==> config.mk <==
export PLATFORM = sky130hd
export DESIGN_NAME = tsrs_sequencer
export DESIGN_NICKNAME = d
export VERILOG_FILES = /design/src/hdl/tsrs_pkg.sv /design/src/hdl/tsrs_sequencer.sv
export SDC_FILE = /design/constraint.sdc
export NUM_CORES = 1
export LEC_CHECK = 0
export BUFFER_PORTS_ARGS = -buffer_cell sky130_fd_sc_hd__buf_2
export CAP_MARGIN = 10
export CORE_UTILIZATION = 45
export DETAILED_ROUTE_END_ITERATION = 7
export GPL_TIMING_DRIVEN = 1
export HOLD_SLACK_MARGIN = 0.06
export PLACE_DENSITY = 0.66
export SYNTH_ARGS = -nofsm -noshare
export SYNTH_HDL_FRONTEND = slang
export SYNTH_SLANG_ARGS = --single-unit
==> constraint.sdc <==
create_clock -name i_ref_clk -period 4.9 [get_ports i_ref_clk]
set_input_delay 0.245 -clock i_ref_clk [delete_from_list [all_inputs] [get_ports i_ref_clk]]
set_output_delay 0.245 -clock i_ref_clk [all_outputs]
set_load 0.01 [all_outputs]
==> src/hdl/tsrs_pkg.sv <==
// Purpose: Shared constants and types for the terminal soft reset sequencer.
// Assumes: Word addressing; EEPROM locations mirror register and RAM addresses.
// Notes: Segment tables list every location reloaded by each soft reset.
package tsrs_pkg;

  localparam logic [14:0] ADDR_MASTER_CFG = 15'h0000;
  localparam logic [14:0] ADDR_MASTER_STATUS = 15'h0001;
  localparam logic [14:0] ADDR_HW_PEND = 15'h0006;
  localparam logic [14:0] ADDR_MON_PEND = 15'h0008;
  localparam logic [14:0] ADDR_RT_PEND = 15'h0009;
  localparam logic [14:0] ADDR_MON_NEXT_PTR = 15'h0030;
  localparam logic [14:0] ADDR_MON_LAST_PTR = 15'h0031;
  localparam logic [14:0] ADDR_MON_TT_LOW = 15'h003a;
  localparam logic [14:0] ADDR_MON_TT_MID = 15'h003b;
  localparam logic [14:0] ADDR_MON_TT_HIGH = 15'h003c;
  localparam logic [14:0] ADDR_TB_TT = 15'h004b;

  localparam int TB_CLEAR_REGS = 3;
  localparam logic [14:0] TB_CLEAR_ADDR [0:2] = '{
    15'h0021, 15'h0023, 15'h0027};

  localparam int BIT_TB_RUN = 5;
  localparam int BIT_TB_ENABLE = 7;
  localparam int BIT_MON_ENABLE = 12;
  localparam int BIT_TB_RESET = 11;
  localparam int BIT_MON_RESET = 12;
  localparam int BIT_TB_CSUM_ERR = 13;
  localparam int BIT_MON_CSUM_ERR = 14;
  localparam int BIT_PEND_MON = 1;
  localparam int BIT_PEND_RT = 2;
  localparam int BIT_PEND_TB = 4;
  localparam logic [15:0] RT_PEND_TB_MASK = 16'hfc00;

  localparam logic [14:0] EE_IMAGE_CFG = 15'h0000;
  localparam logic [14:0] EE_IMAGE_PIN = 15'h004f;
  localparam logic [14:0] EE_TB_CSUM = 15'h01e0;
  localparam logic [14:0] EE_MON_CSUM = 15'h005c;

  localparam logic [15:0] TB_UNLOCK1_VAL = 16'ha0ca;
  localparam logic [15:0] TB_UNLOCK2_VAL = 16'h5005;
  localparam logic [15:0] TB_UNLOCK_MASK = 16'hf0cf;
  localparam logic [15:0] MON_UNLOCK1_VAL = 16'ha30a;
  localparam logic [15:0] MON_UNLOCK2_VAL = 16'h5005;
  localparam logic [15:0] MON_UNLOCK_MASK = 16'hf30f;

  localparam logic [3:0] TB_SEG_LAST = 4'ha;
  localparam logic [3:0] MON_SEG_LAST = 4'h7;
  localparam logic [14:0] TB_SEG_START [0:10] = '{
    15'h000f, 15'h0012, 15'h0013, 15'h0016, 15'h0020, 15'h0022,
    15'h0025, 15'h0028, 15'h004c, 15'h0300, 15'h0600};
  localparam logic [9:0] TB_SEG_LEN [0:10] = '{
    10'h001, 10'h001, 10'h001, 10'h001, 10'h001, 10'h001,
    10'h002, 10'h001, 10'h001, 10'h100, 10'h200};
  localparam logic [14:0] MON_SEG_START [0:7] = '{
    15'h000f, 15'h0011, 15'h0013, 15'h0015, 15'h0029, 15'h003d,
    15'h00b0, 15'h0100};
  localparam logic [9:0] MON_SEG_LEN [0:7] = '{
    10'h001, 10'h001, 10'h001, 10'h001, 10'h007, 10'h006,
    10'h010, 10'h080};

  typedef enum logic [5:0] {
    ST_IDLE = 6'h01,
    ST_CLEAR = 6'h02,
    ST_IMAGE = 6'h04,
    ST_LOAD = 6'h08,
    ST_CHECK = 6'h10,
    ST_FINISH = 6'h20
  } tsrs_state_t;

  typedef struct packed {
    logic wr;
    logic rd;
    logic [14:0] addr;
    logic [15:0] wdata;
  } tsrs_host_req_t;

  typedef struct packed {
    logic rd;
    logic [14:0] addr;
  } tsrs_ee_req_t;

  typedef struct packed {
    logic wr;
    logic [14:0] addr;
    logic [15:0] data;
  } tsrs_load_t;

endpackage

==> src/hdl/tsrs_sequencer.sv <==
// Purpose: Soft reset sequencer for the second remote terminal and monitor.
// Assumes: One clock; EEPROM answers each word request with i_ee_valid.
// Notes: Reloaded words leave on o_load towards the register and RAM space.
`timescale 1ns/1ps

// Notes on behaviour
// - Setting status bit 11 at address 0x0001 starts the terminal B reset.
// - Terminal B reset clears pending bits 2 and 4 and its run bit.
// - Terminal B reset clears only bits 15 to 10 of register 0x0009.
// - Terminal B reset zeroes 0x0021, 0x0023, 0x0027 and time tag 0x004B.
// - Terminal B reset reloads enables, its setup registers and both tables.
// - Shared enable registers are reloaded, affecting the other terminal too.
// - Terminal B reload is checked against the checksum at 0x01E0.
// - Terminal B auto-starts only with pin, image pin and bit 7, bit 5.
// - Image run bit 5 is kept only when both unlock words match.
// - Setting status bit 12 starts the monitor soft reset.
// - Monitor reset clears monitor enable and pending bit 1 of 0x0006.
// - Monitor reset zeroes 0x0008, stack pointers and time tag words.
// - Monitor reset reloads enables, configuration, time tag and tables.
// - Monitor reload is checked against the checksum at 0x005C.
// - Monitor reset resets stack pointers but never touches stack memory.
// - Monitor auto-starts only with pin, image pin and image bit 12.
// - Image monitor enable is kept only when both unlock words match.
// - Reset bits work alone or together; other terminals are untouched except for shared enables.
// - Reloaded words plus stored checksum must sum to zero, ignoring carry.
module tsrs_sequencer (
  input wire logic i_ref_clk,
  input wire logic i_rst_n,
  input wire tsrs_pkg::tsrs_host_req_t i_host,
  output logic [15:0] o_host_rdata,
  input wire logic i_terminal_b_enable,
  input wire logic i_monitor_enable,
  input wire logic [15:0] i_hw_pend_set,
  input wire logic [15:0] i_mon_pend_set,
  input wire logic [15:0] i_rt_pend_set,
  input wire logic i_tb_tt_tick,
  input wire logic i_mon_tt_tick,
  input wire logic i_mon_ptr_adv,
  output tsrs_pkg::tsrs_ee_req_t o_ee,
  input wire logic i_ee_valid,
  input wire logic [15:0] i_ee_data,
  output tsrs_pkg::tsrs_load_t o_load,
  output logic o_ready,
  output logic [15:0] o_master_cfg,
  input wire logic [15:0] i_copy_cfg,
  input wire logic [15:0] i_copy_unlock1,
  input wire logic [15:0] i_copy_unlock2,
  output logic [15:0] o_copy_cfg_image
);

  tsrs_pkg::tsrs_state_t state;
  logic cur_mon;
  logic [3:0] seg;
  logic [9:0] cnt;
  logic [15:0] sum;
  logic img_phase;
  logic [15:0] image_cfg;
  logic [15:0] image_pin;
  logic pin_ok;
  logic csum_ok;
  logic tb_req;
  logic mon_req;
  logic tb_err;
  logic mon_err;
  logic [15:0] hw_pend;
  logic [15:0] mon_pend;
  logic [15:0] rt_pend;
  logic [15:0] tb_regs [0:2];
  logic [15:0] tb_tt;
  logic [47:0] mon_tt;
  logic [15:0] mon_next_ptr;
  logic [15:0] mon_last_ptr;
  logic [15:0] next_rdata;
  logic clr_tb;
  logic clr_mon;
  logic fin_tb;
  logic fin_mon;
  logic auto_tb;
  logic auto_mon;
  logic host_wr_status;
  logic host_wr_cfg;

  function automatic logic [14:0] seg_start(input logic mon,
                                            input logic [3:0] idx);
    if (mon) begin
      return tsrs_pkg::MON_SEG_START[idx[2:0]];
    end
    return tsrs_pkg::TB_SEG_START[idx];
  endfunction

  function automatic logic [9:0] seg_len(input logic mon,
                                         input logic [3:0] idx);
    if (mon) begin
      return tsrs_pkg::MON_SEG_LEN[idx[2:0]];
    end
    return tsrs_pkg::TB_SEG_LEN[idx];
  endfunction

  function automatic logic unlock_match(input logic [15:0] word,
                                        input logic [15:0] val,
                                        input logic [15:0] mask);
    return (word & mask) == val;
  endfunction

  // Decodes of the sequence phases used by the request, flag, configuration, pending, timer and pointer blocks.
  assign clr_tb = (state == tsrs_pkg::ST_CLEAR) && !cur_mon;
  assign clr_mon = (state == tsrs_pkg::ST_CLEAR) && cur_mon;
  assign fin_tb = (state == tsrs_pkg::ST_FINISH) && !cur_mon;
  assign fin_mon = (state == tsrs_pkg::ST_FINISH) && cur_mon;
  assign auto_tb = pin_ok && csum_ok
    && image_pin[tsrs_pkg::BIT_TB_ENABLE]
    && image_cfg[tsrs_pkg::BIT_TB_ENABLE]
    && image_cfg[tsrs_pkg::BIT_TB_RUN];
  assign auto_mon = pin_ok && csum_ok
    && image_pin[tsrs_pkg::BIT_MON_ENABLE]
    && image_cfg[tsrs_pkg::BIT_MON_ENABLE];
  assign host_wr_status = i_host.wr
    && (i_host.addr == tsrs_pkg::ADDR_MASTER_STATUS);
  assign host_wr_cfg = i_host.wr
    && (i_host.addr == tsrs_pkg::ADDR_MASTER_CFG);

  // Soft reset request bits; a new request wins over completion.
  always_ff @(posedge i_ref_clk) begin
    if (!i_rst_n) begin
      tb_req <= 1'b0;
      mon_req <= 1'b0;
    end else begin
      tb_req <= (tb_req && !fin_tb)
        || (host_wr_status && i_host.wdata[tsrs_pkg::BIT_TB_RESET]);
      mon_req <= (mon_req && !fin_mon)
        || (host_wr_status && i_host.wdata[tsrs_pkg::BIT_MON_RESET]);
    end
  end

  // Checksum failure flags, cleared when that terminal resets again.
  always_ff @(posedge i_ref_clk) begin
    if (!i_rst_n) begin
      tb_err <= 1'b0;
      mon_err <= 1'b0;
    end else begin
      tb_err <= (tb_err && !clr_tb) || (fin_tb && !csum_ok);
      mon_err <= (mon_err && !clr_mon) || (fin_mon && !csum_ok);
    end
  end

  // Sequence controller: clear, read image, reload, check, finish.
  always_ff @(posedge i_ref_clk) begin
    if (!i_rst_n) begin
      state <= tsrs_pkg::ST_IDLE;
      cur_mon <= 1'b0;
      seg <= 4'h0;
      cnt <= 10'h000;
      sum <= 16'h0000;
      img_phase <= 1'b0;
      image_cfg <= 16'h0000;
      image_pin <= 16'h0000;
      csum_ok <= 1'b0;
      o_ee <= '0;
      o_load <= '0;
    end else begin
      o_load.wr <= 1'b0;
      case (state)
        tsrs_pkg::ST_IDLE: begin
          if (tb_req || mon_req) begin
            cur_mon <= !tb_req;
            state <= tsrs_pkg::ST_CLEAR;
          end
        end
        tsrs_pkg::ST_CLEAR: begin
          seg <= 4'h0;
          cnt <= 10'h000;
          sum <= 16'h0000;
          img_phase <= 1'b0;
          o_ee.rd <= 1'b1;
          o_ee.addr <= tsrs_pkg::EE_IMAGE_CFG;
          state <= tsrs_pkg::ST_IMAGE;
        end
        tsrs_pkg::ST_IMAGE: begin
          if (i_ee_valid) begin
            if (!img_phase) begin
              image_cfg <= i_ee_data;
              img_phase <= 1'b1;
              o_ee.addr <= tsrs_pkg::EE_IMAGE_PIN;
            end else begin
              image_pin <= i_ee_data;
              o_ee.addr <= seg_start(cur_mon, 4'h0);
              state <= tsrs_pkg::ST_LOAD;
            end
          end
        end
        tsrs_pkg::ST_LOAD: begin
          if (i_ee_valid) begin
            o_load.wr <= 1'b1;
            o_load.addr <= o_ee.addr;
            o_load.data <= i_ee_data;
            sum <= sum + i_ee_data;
            if (cnt == seg_len(cur_mon, seg) - 10'h001) begin
              cnt <= 10'h000;
              if (seg == (cur_mon ? tsrs_pkg::MON_SEG_LAST
                                  : tsrs_pkg::TB_SEG_LAST)) begin
                o_ee.addr <= cur_mon ? tsrs_pkg::EE_MON_CSUM
                                     : tsrs_pkg::EE_TB_CSUM;
                state <= tsrs_pkg::ST_CHECK;
              end else begin
                seg <= seg + 4'h1;
                o_ee.addr <= seg_start(cur_mon, seg + 4'h1);
              end
            end else begin
              cnt <= cnt + 10'h001;
              o_ee.addr <= seg_start(cur_mon, seg) + {5'h00, cnt} + 15'h0001;
            end
          end
        end
        tsrs_pkg::ST_CHECK: begin
          if (i_ee_valid) begin
            csum_ok <= (sum + i_ee_data) == 16'h0000;
            o_ee.rd <= 1'b0;
            state <= tsrs_pkg::ST_FINISH;
          end
        end
        tsrs_pkg::ST_FINISH: begin
          state <= tsrs_pkg::ST_IDLE;
        end
        default: begin
          state <= tsrs_pkg::ST_IDLE;
        end
      endcase
    end
  end

  // The enable pin must stay high for the whole reset.
  always_ff @(posedge i_ref_clk) begin
    if (!i_rst_n) begin
      pin_ok <= 1'b0;
    end else if (state == tsrs_pkg::ST_CLEAR) begin
      pin_ok <= cur_mon ? i_monitor_enable : i_terminal_b_enable;
    end else if (state != tsrs_pkg::ST_IDLE) begin
      pin_ok <= pin_ok && (cur_mon ? i_monitor_enable
                                   : i_terminal_b_enable);
    end
  end

  // Master configuration: host writes, reset clears and auto-start sets.
  always_ff @(posedge i_ref_clk) begin
    if (!i_rst_n) begin
      o_master_cfg <= 16'h0000;
    end else begin
      if (host_wr_cfg) begin
        o_master_cfg <= i_host.wdata;
      end
      if (clr_tb) begin
        o_master_cfg[tsrs_pkg::BIT_TB_RUN] <= 1'b0;
      end
      if (clr_mon) begin
        o_master_cfg[tsrs_pkg::BIT_MON_ENABLE] <= 1'b0;
      end
      if (fin_tb && auto_tb) begin
        o_master_cfg[tsrs_pkg::BIT_TB_RUN] <= 1'b1;
      end
      if (fin_mon && auto_mon) begin
        o_master_cfg[tsrs_pkg::BIT_MON_ENABLE] <= 1'b1;
      end
    end
  end

  // Pending interrupt registers; a new event wins over the reset clear.
  always_ff @(posedge i_ref_clk) begin
    if (!i_rst_n) begin
      hw_pend <= 16'h0000;
      mon_pend <= 16'h0000;
      rt_pend <= 16'h0000;
    end else begin
      hw_pend <= (hw_pend & ~(
        ({15'h0000, clr_tb} << tsrs_pkg::BIT_PEND_RT)
        | ({15'h0000, clr_tb} << tsrs_pkg::BIT_PEND_TB)
        | ({15'h0000, clr_mon} << tsrs_pkg::BIT_PEND_MON)))
        | i_hw_pend_set;
      mon_pend <= (clr_mon ? 16'h0000 : mon_pend) | i_mon_pend_set;
      rt_pend <= (clr_tb ? (rt_pend & ~tsrs_pkg::RT_PEND_TB_MASK)
                         : rt_pend) | i_rt_pend_set;
    end
  end

  // Terminal B status registers, writable by the host.
  genvar g;
  generate
    for (g = 0; g < tsrs_pkg::TB_CLEAR_REGS; g++) begin : g_tb_reg
      always_ff @(posedge i_ref_clk) begin
        if (!i_rst_n || clr_tb) begin
          tb_regs[g] <= 16'h0000;
        end else if (i_host.wr
                     && i_host.addr == tsrs_pkg::TB_CLEAR_ADDR[g]) begin
          tb_regs[g] <= i_host.wdata;
        end
      end
    end
  endgenerate

  // Time tag counters.
  always_ff @(posedge i_ref_clk) begin
    if (!i_rst_n || clr_tb) begin
      tb_tt <= 16'h0000;
    end else if (i_tb_tt_tick) begin
      tb_tt <= tb_tt + 16'h0001;
    end
  end

  always_ff @(posedge i_ref_clk) begin
    if (!i_rst_n || clr_mon) begin
      mon_tt <= 48'h000000000000;
    end else if (i_mon_tt_tick) begin
      mon_tt <= mon_tt + 48'h000000000001;
    end
  end

  // Monitor stack pointers; stack memory itself is never written here.
  always_ff @(posedge i_ref_clk) begin
    if (!i_rst_n || clr_mon) begin
      mon_next_ptr <= 16'h0000;
      mon_last_ptr <= 16'h0000;
    end else if (i_mon_ptr_adv) begin
      mon_last_ptr <= mon_next_ptr;
      mon_next_ptr <= mon_next_ptr + 16'h0001;
    end
  end

  // Image copy path keeps run bits only for matching unlock words.
  always_ff @(posedge i_ref_clk) begin
    if (!i_rst_n) begin
      o_copy_cfg_image <= 16'h0000;
    end else begin
      o_copy_cfg_image <= i_copy_cfg;
      o_copy_cfg_image[tsrs_pkg::BIT_TB_RUN] <= i_copy_cfg[tsrs_pkg::BIT_TB_RUN]
        && unlock_match(i_copy_unlock1, tsrs_pkg::TB_UNLOCK1_VAL,
                        tsrs_pkg::TB_UNLOCK_MASK)
        && unlock_match(i_copy_unlock2, tsrs_pkg::TB_UNLOCK2_VAL,
                        tsrs_pkg::TB_UNLOCK_MASK);
      o_copy_cfg_image[tsrs_pkg::BIT_MON_ENABLE] <=
        i_copy_cfg[tsrs_pkg::BIT_MON_ENABLE]
        && unlock_match(i_copy_unlock1, tsrs_pkg::MON_UNLOCK1_VAL,
                        tsrs_pkg::MON_UNLOCK_MASK)
        && unlock_match(i_copy_unlock2, tsrs_pkg::MON_UNLOCK2_VAL,
                        tsrs_pkg::MON_UNLOCK_MASK);
    end
  end

  // Host read multiplexer; unmapped addresses read as zero.
  always_comb begin
    next_rdata = 16'h0000;
    case (i_host.addr)
      tsrs_pkg::ADDR_MASTER_CFG: next_rdata = o_master_cfg;
      tsrs_pkg::ADDR_MASTER_STATUS: begin
        next_rdata[tsrs_pkg::BIT_TB_RESET] = tb_req;
        next_rdata[tsrs_pkg::BIT_MON_RESET] = mon_req;
        next_rdata[tsrs_pkg::BIT_TB_CSUM_ERR] = tb_err;
        next_rdata[tsrs_pkg::BIT_MON_CSUM_ERR] = mon_err;
      end
      tsrs_pkg::ADDR_HW_PEND: next_rdata = hw_pend;
      tsrs_pkg::ADDR_MON_PEND: next_rdata = mon_pend;
      tsrs_pkg::ADDR_RT_PEND: next_rdata = rt_pend;
      tsrs_pkg::ADDR_MON_NEXT_PTR: next_rdata = mon_next_ptr;
      tsrs_pkg::ADDR_MON_LAST_PTR: next_rdata = mon_last_ptr;
      tsrs_pkg::ADDR_MON_TT_LOW: next_rdata = mon_tt[15:0];
      tsrs_pkg::ADDR_MON_TT_MID: next_rdata = mon_tt[31:16];
      tsrs_pkg::ADDR_MON_TT_HIGH: next_rdata = mon_tt[47:32];
      tsrs_pkg::ADDR_TB_TT: next_rdata = tb_tt;
      default: begin
        for (int i = 0; i < tsrs_pkg::TB_CLEAR_REGS; i++) begin
          if (i_host.addr == tsrs_pkg::TB_CLEAR_ADDR[i]) begin
            next_rdata = tb_regs[i];
          end
        end
      end
    endcase
  end

  always_ff @(posedge i_ref_clk) begin
    if (!i_rst_n) begin
      o_host_rdata <= 16'h0000;
    end else begin
      o_host_rdata <= i_host.rd ? next_rdata : 16'h0000;
    end
  end

  // Ready is registered: high the cycle after the sequencer is idle with no soft reset pending.
  always_ff @(posedge i_ref_clk) begin
    if (!i_rst_n) begin
      o_ready <= 1'b0;
    end else begin
      o_ready <= (state == tsrs_pkg::ST_IDLE) && !tb_req && !mon_req;
    end
  end
endmodule

==> flow_summary.ini, run 1 <==
[synth]
synth.distinct_cells = 83
syn_area_um2 = 16000
synth_flop_cell = dfxtp_1
yosysSeqAreaShare_pct = 44.5
synth_edf_count = 48
ys_ff_latch = 332
async_reset_ff_share_pct = 0
synth_warnings = 0
synth.avg_cell_area_um2 = 9.08
synthCells = 1765

[placement]
port-buffer-count = 235
place.gp.congestion = 0.925
pre_cts_ws_ns = 0.368
dpl_cell_area_um2 = 17500
hpwl_um = 35400

[route]
ant_nets = 0
drtPass1Iterations = 6
met3_length_um = 3380
highest_layer = met5
via_per_inst = 5.72
first_iter_violations = 1294
routed_wl_um = 49800
wl_met2_um = 24100
vias = 14600
drc = 0
wire_per_inst_um = 19.5
drt-met1-wl_um = 20300

[sta]
timing.fmax_mhz = 228
period_share_pct = 89.5
period_minus_slack_ns = 4.39
final_max_slew_viol_count = 0
worst-slew-pin-transition_ns = 1.01
relSlewSlack_pct = 31.8
clock_skew_ns = 0.0109
rsz0062_at_grt = false
setup_viol = 0
hold_violations = 0
setup_tns_ns = 0
worst_slack_ns = 0.515

[floorplanning]
rows = 68
start_util_pct = 46.1
dieHeight_um = 191
ioPinCount = 250
coreArea_um2 = 34800
die_area_um2 = 36400
fp.dieW_um = 191

[pwr]
p_leak_uw = 0.00775
peakVddDrop_v = 0.000252
pwr_density_cell_nw_per_um2 = 300
total_power_uw = 5930

[layout]
fin_nets = 2260
fill_cells = 3065
final_cell_mix = 284 x dfxtp_1, 234 x buf_2, 207 x nand2_1
top_regs = mon_tt: 48 flops, tb_regs: 48 flops, o_load: 29 flops
final_layout_size_suffix_gt1_share_pct = 16.1
mostFrequentLayoutCell = dfxtp_1
syn_to_final_growth_pct = 23.1
final_area_um2 = 19700

[cts]
cts_tree = built
worstSkewPairLatency_ns = 0.54
clk_pin_slew_worst_paths_ns = 0.05
clockRootBuffer = clkbuf_16
postCtsSetupBuffers = 0
h-tree-depth = 2
cts_buffers = 38
cts.sink_count = 332
clockBufferDepth = 3

[hold_path]
hp-class = in -> reg
min_from = i_terminal_b_enable

[run_status]
status = finished, final reports clean

[setup_path]
critPathKind = reg -> reg
cp-start-kind = register
endpoint_kind = register
critPathLaunch = seg[0]$_SDFFE_PN0P_
arrival_ns = 4.79
crit_fanout = 14
required_ns = 5.30
r2r-start = seg[0]$_SDFFE_PN0P_

[global_routing]
grt_max_degree = 73
gr-total-overflow = 0
grt_pass1_wl_um = 75900
antenna_found_initial = 6
grt_pass1_vias = 13800
grt_usage_pct = 26.7

[job]
maxCapViolCount = 0
## critical path: stages, from the launching register on
cell and delay, ns:
dfxtp_1 0.54, inv_1 0.22, ha_1 0.37, and3b_1 0.22, o21ai_0 0.27, and2_1 0.21, inv_1 0.05, ha_1 0.21
ha_1 0.23, a21bo_2 0.20, a21oi_1 0.07, nor3_1 0.26, o211ai_1 0.20, or4_4 0.66, a21oi_1 0.42, nor3b_1 0.11
## layer usage
| metal | vias to the layer above | GRT usage [%] |
|---|---|---|
| li1 | 6950 | - |
| met1 | 6938 | 33.1 |
| met2 | 575 | 45.7 |
| met3 | 119 | 4.44 |
| met4 | 4 | 11.3 |
| met5 | - | 0 |
## Yosys cell counts (13+ instances only)
library cell,count,share of area (%)
a21boi_0,44,2.1
a21oi_1,70,2.2
a221oi_1,17,0.93
a222oi_1,13,0.81
a22o_1,28,1.5
a22oi_1,46,2.2
a31oi_1,26,1.0
and2_1,69,2.7
and3_1,30,1.2
clkbuf_1,75,1.8
dfxtp_1,284,35
edfxtp_1,48,9.0
ha_1,41,3.2
inv_1,30,0.70
mux2i_1,29,1.8
nand2_1,208,4.9
nand3_1,59,1.8
nand4_1,26,1.0
nor2_1,151,3.5
nor2b_1,45,1.8
nor3_1,25,0.78
o21a_1,27,1.3
o21ai_0,47,1.5
or3_1,17,0.66
xnor2_1,42,2.3
xor2_1,57,3.1
## worst paths after layout
| path | endpoint | depth (start not counted) | slack [ns] |
|---|---|---|---|
| worst max-delay path | cnt[2]$_SDFFE_PN0P_ | 15 | 0.51 |
| worst min-delay path | pin_ok$_SDFFE_PN0P_ | 3 | 0.11 |
| worst max register to register | cnt[2]$_SDFFE_PN0P_ | 15 | 0.51 |
| worst min register to register | o_load[24]$_SDFFE_PN0P_ | 2 | 0.46 |
## stage by stage
| step | instances | utilization [%] | hold WS (ns) |
|---|---|---|---|
| after floorplan | 1770 | - | 0.355 |
| after global placement | 2379 | 50.3 | 0.441 |
| after detailed placement | 2379 | 50.3 | 0.445 |
| after CTS | 2546 | 56.7 | 0.0948 |
| after global routing | 2548 | 56.7 | 0.0887 |
| final | 2550 | 56.7 | 0.107 |
## logic make-up (layout without fill, tap and decap cells)
kind of cell | count (synthesis) | after routing | synth area share (%)
compound gates | 412 | 412 | 18.1
simple gates | 710 | 710 | 22.8
fa+ha+maj | 43 | 43 | 3.45
buf+inv | 132 | 453 | 3.51
flops | 332 | 332 | 44.5
other cells | 1 | 10 | 0.0234
xor+xnor | 99 | 99 | 5.41
mux | 36 | 36 | 2.30
## layout make-up
type / instances / area [um^2] / share of cell area [%]
Timing Repair Buffer: 356 / 2340 / 11.8
Antenna cell: 4 / 10.0 / 0.0507
Tap cell: 455 / 569 / 2.89
Sequential cell: 332 / 7130 / 36.1
Multi-Input combinational cell: 1306 / 8370 / 42.4
Clock inverter: 10 / 98.8 / 0.501
Inverter: 30 / 113 / 0.571
Clock buffer: 57 / 1100 / 5.59
## power by group
group	switching (uW)	internal [uW]
clock	1130	1620
combinational	165	157
sequential	36.0	2820
total	1330	4600
## what timing repair did
action,CTS,global route
hold endpoints to repair,103,0
setup endpoints to repair,0,1
resized for setup,0,1
hold buffers,100,0
Power figures use the tool's default switching activity.
==> inputs of run 2 (changes only) <==
CORE_UTILIZATION = 52   (was 45)
PLACE_DENSITY = 0.77   (was 0.66)
SKIP_LAST_GASP = 1   (was not set)
clock period = 3.7 ns   (was 4.9 ns; I/O delays follow)
==> run 2 against run 1 <==
- clock skew rose by 0.011 ns
- via count rose by 3.0%
- wire length rose by 0.25%
- largest cell class unchanged
- critical endpoint is now o_ee[1]$_SDFFE_PN0P_
- maximum frequency rose by 25%
- clock power rose by 27%
- core utilization rose by 9.6 points
- global-route usage rose by 4.4 points
- largest power group unchanged
==> flow_summary.ini, run 2 (synthesized netlist as in run 1, its figures left out) <==
[placement]
hpwl_um = 34900
place.gp.congestion = 0.929
dpl_cell_area_um2 = 17600
dp_cells = 2343
pre_cts_ws_ns = 0.0243
port-buffer-count = 235

[sta]
relSlewSlack_pct = 43.5
setup_viol = 0
holdWs_ns = 0.0763
period_minus_slack_ns = 3.52
worst_slack_ns = 0.182
period_share_pct = 95.1
timing.fmax_mhz = 284
rsz0062_at_grt = false
clock_skew_ns = 0.0222
worst-slew-pin-transition_ns = 0.848
final_max_slew_viol_count = 0
setup_tns_ns = 0
hold_violations = 0

[cts]
clockBufferDepth = 3
clk_pin_slew_worst_paths_ns = 0.06
cts_tree = built
clockRootBuffer = clkbuf_16
cts_buffers = 38
worstSkewPairLatency_ns = 0.53
cts.sink_count = 332
h-tree-depth = 2

[layout]
syn_to_final_growth_pct = 23.9
final_layout_size_suffix_gt1_share_pct = 17.5
final_cell_mix = 282 x dfxtp_1, 234 x buf_2, 207 x nand2_1
mostFrequentLayoutCell = dfxtp_1
fin_nets = 2290
final_area_um2 = 19900
top_regs = mon_tt: 48 flops, tb_regs: 48 flops, o_load: 29 flops
fin_cells = 2518

[route]
first_iter_violations = 1445
ant_nets = 0
drtPass1Iterations = 7
drt-met1-wl_um = 20000
drc = 0
wl_met2_um = 23800
vias = 15000
met3_length_um = 3930
routed_wl_um = 49900
highest_layer = met5
via_per_inst = 5.96
wire_per_inst_um = 19.8

[pwr]
peakVddDrop_v = 0.000361
pwr_density_cell_nw_per_um2 = 388
p_leak_uw = 0.00785

[setup_path]
arrival_ns = 3.97
ff2ff_setup_slack_ns = 0.18
r2r_end = o_ee[1]$_SDFFE_PN0P_
required_ns = 4.15
cp_slowest_cell = or4_1
critPathMaxStageDelay_ns = 0.52
critPathKind = reg -> reg
r2r-start = seg[0]$_SDFFE_PN0P_
rr_worst_depth = 15
cp-start-kind = register
path_cells = inv_1, ha_4, or3b_1, a21oi_2, inv_1, ha_1, ha_2, nand3b_1, a21oi_2, o21a_1, o211ai_1, or4_1, buf_6, mux2_1, a21oi_1
endpoint_kind = register
crit_fanout = 14

[global_routing]
grt_usage_pct = 31.1
grt_max_degree = 81
grt_pass1_vias = 14400
antenna_found_initial = 5
gr-total-overflow = 0
grt_pass1_wl_um = 77000

[hold_path]
worstHoldPathCells = 2
holdPathEnd = tb_regs[2][12]$_SDFFCE_PN0P_
min_from = i_host[12]
hp-class = in -> reg

[floorplanning]
die_area_um2 = 31500
fp.dieW_um = 178
dieHeight_um = 178
ioPinCount = 250
rows = 63
start_util_pct = 53.5
coreArea_um2 = 30000

[job]
maxCapViolCount = 0

[run_status]
status = finished, final reports clean
run 2: final cells by class:
class,count,area (um^2)
Clock buffer,52,1040
Clock inverter,18,118
Multi-Input combinational cell,1306,8390
Tap cell,390,488
Timing Repair Buffer,386,2570
Sequential cell,332,7130
Fill cell,2397,10100
Inverter,30,113
Antenna cell,4,10.0
run 2: worst max path at each step:
stage	start	to	slack [ns]	cells past startpoint
global placement	seg[0]$_SDFFE_PN0P_	cnt[6]$_SDFFE_PN0P_	0.09	15
floorplan	seg[1]$_SDFFE_PN0P_	seg[2]$_SDFFE_PN0P_	0.02	18
global route	seg[0]$_SDFFE_PN0P_	o_ee[1]$_SDFFE_PN0P_	0.002	15
detailed placement	seg[0]$_SDFFE_PN0P_	cnt[4]$_SDFFE_PN0P_	0.02	15
CTS	seg[0]$_SDFFE_PN0P_	cnt[4]$_SDFFE_PN0P_	0.005	15
finish	seg[0]$_SDFFE_PN0P_	o_ee[1]$_SDFFE_PN0P_	0.18	15
run 2: critical path, delay by kind of cell (launching register included):
kind                     cells  cell delay [ns]
adder cells (fa/ha/maj)      3             0.55
AO/OA/AOI/OAI                5             0.81
buffers and inverters        3             0.40
flip-flops                   1             0.31
multiplexers                 1             0.32
AND/OR/NAND/NOR              3             1.06
run 2: per-stage QoR:
stage | utilization (%) | total power (uW)
3_3_place_gp | 58.9 | 4190
4_1_cts | 66.1 | 7740
2_1_floorplan | - | 4030
5_1_grt | 66.3 | 7940
6_report | 66.3 | 7710
3_5_place_dp | 58.9 | 4200
run 2: what timing repair did:
action                                  4_1_cts  5_1_grt
gates resized for setup                       0       10
hold buffers                                101        0
setup buffers                                 0        0
endpoints found under the hold margin       118        0
endpoints found under the setup margin        0       25
run 2: layer usage:
layer / global-route usage [%] / up-vias
li1: - / 7024
met2: 52.7 / 714
met1: 38.7 / 7139
met4: 14.1 / 2
met3: 5.25 / 138
met5: 0 / -
run 2: power breakdown:
| part | leakage (uW) | internal [uW] | switching, uW |
|---|---|---|---|
| Clock | 0.000553 | 1990 | 1500 |
| Combinational | 0.00454 | 212 | 219 |
| Sequential | 0.00277 | 3740 | 47.4 |
==> inputs of run 3 (changes only) <==
GPL_TIMING_DRIVEN = 0   (was 1)
==> run 3 against run 2 <==
- total power increased by 1.3%
- final cell count increased by 2.6%
- core utilization increased by 1.2 points
- die area unchanged
- clock power increased by 2%
- clock-buffer cell count unchanged
- sequential power about the same
- largest cell class unchanged
==> flow_summary.ini, run 3 (synthesized netlist as in run 1, its figures left out) <==
[sta]
rsz0062_at_grt = true
period_share_pct = 98.0
setup_viol = 0
worst-slew-pin-transition_ns = 0.983
period_minus_slack_ns = 3.62
hold_violations = 0
clock_skew_ns = 0.0270
holdWs_ns = 0.0693
timing.fmax_mhz = 276
final_max_slew_viol_count = 0
relSlewSlack_pct = 34.0

[setup_path]
critPathKind = reg -> reg
cp-start-kind = register
required_ns = 4.15
crit_fanout = 8
endpoint_kind = register
arrival_ns = 4.08

[layout]
mostFrequentLayoutCell = dfxtp_1
final_layout_size_suffix_gt1_share_pct = 17.2
final_cell_mix = 282 x dfxtp_1, 240 x buf_2, 208 x nand2_1
multi_input_area_um2 = 8490
fin_nets = 2357
fin_cells = 2583
syn_to_final_growth_pct = 26.2
seq_area_um2 = 7130
fill_cells = 2316
top_regs = mon_tt: 48 flops, tb_regs: 48 flops, o_load: 29 flops
final_area_um2 = 20200

[pwr]
combPwrFrac_pct = 5.9
switchingPower_uw = 1810
p_leak_uw = 0.00796
peakVddDrop_v = 0.000369
p_int_uw = 6000
switching_share_pct = 23.2
total_power_uw = 7800
pwr-share-clk_pct = 45.6
power_frac_seq_pct = 48.5
pwr_density_cell_nw_per_um2 = 386

[run_status]
status = finished, final reports clean

[floorplanning]
rows = 63
fp.dieW_um = 178
dieHeight_um = 178
coreArea_um2 = 30000
start_util_pct = 53.5
die_area_um2 = 31500
ioPinCount = 250

[cts]
clockBufferDepth = 3
worstSkewPairLatency_ns = 0.54
clockRootBuffer = clkbuf_16
cts.sink_count = 332
cts_tree = built
cts_buffers = 36
h-tree-depth = 2
clk_pin_slew_worst_paths_ns = 0.06

[global_routing]
antenna_found_initial = 5
grt_usage_pct = 32.6
grt_max_degree = 17
gr-total-overflow = 0
grt_pass1_wl_um = 79800
grt_pass1_vias = 14700

[placement]
port-buffer-count = 232
dpl_cell_area_um2 = 17700
dp_cells = 2392
hpwl_um = 37700
place.gp.congestion = 0.966

[route]
wire_per_inst_um = 20.3
routed_wl_um = 52600
first_iter_violations = 1668
via_per_inst = 6.02
ant_nets = 0
drc = 0
drtPass1Iterations = 7
vias = 15500

[job]
maxCapViolCount = 0

[hold_path]
hp-class = in -> reg
-- run 3: path summary, 6_finish.rpt --
path | from | to | slack [ns] | cells past startpoint
setup / recovery | seg[0]$_SDFFE_PN0P_ | cnt[8]$_SDFFE_PN0P_ | 0.08 | 18
hold / removal | i_tb_tt_tick | tb_tt[0]$_SDFFE_PN0P_ | 0.07 | 3
setup reg to reg | seg[0]$_SDFFE_PN0P_ | cnt[8]$_SDFFE_PN0P_ | 0.08 | 18
hold reg to reg | o_load[11]$_SDFFE_PN0P_ | o_load[11]$_SDFFE_PN0P_ | 0.46 | 2
-- run 3: timing repair --
action,in CTS,in global routing
hold endpoints to repair,127,0
pin swaps,8,12
setup endpoints to repair,31,33
buffers inserted,13,8
gates resized for setup,25,15
cloned,0,0
hold buffers,103,0
-- run 3: cell type report --
| class | count | share of cell area, % |
|---|---|---|
| multi-input cells | 1306 | 42.0 |
| flip-flops and latches | 332 | 35.3 |
| repair buffers | 356 | 11.7 |
| clock buffers | 52 | 5.15 |
| well taps | 390 | 2.41 |
| plain buffers | 99 | 2.33 |
| inverters | 30 | 0.594 |
| clock inverters | 13 | 0.575 |
| diodes | 5 | 0.0619 |
-- run 3: critical path, cell delays in order (launching register included) --
cell and delay [ns]:
dfxtp_4 0.36, clkinvlp_4 0.12, buf_4 0.17, ha_4 0.18
or3_4 0.34, and2_4 0.15, inv_2 0.06, ha_4 0.14
ha_4 0.15, nand3b_1 0.16, a21oi_4 0.08, o21a_1 0.19
o211ai_1 0.35, nor4_4 0.05, buf_4 0.17, buf_4 0.18
buf_4 0.15, or4_1 0.46, o21ai_0 0.09
-- run 3: power groups by stage --
stage	registers [uW]	clock network [uW]	logic (uW)
after floorplan	3850	0	179
after global placement	3860	0	349
after detailed placement	3860	0	358
after CTS	3780	3570	446
after global routing	3790	3730	490
final	3790	3560	460
-- run 3: layer usage --
metal	vias up	part of all wire [%]	GRT usage (%)	routed length (um)
met5	-	0.025	0	13
met4	2	4.8	15.0	2530
met3	164	9.6	5.72	5060
met2	840	46	53.8	24200
met1	7376	39	41.4	20700
li1	7155	-	-	-
-- run 3: stage by stage --
stage / setup TNS, ns / utilization [%] / worst slack [ns]
CTS: 0 / 67.1 / 0.0132
global route: -0.0555 / 67.5 / -0.0300
floorplan: 0 / - / 0.0193
global placement: -15.29 / 59.1 / -0.652
detailed placement: -16.68 / 59.1 / -0.684
finish: 0 / 67.5 / 0.0753
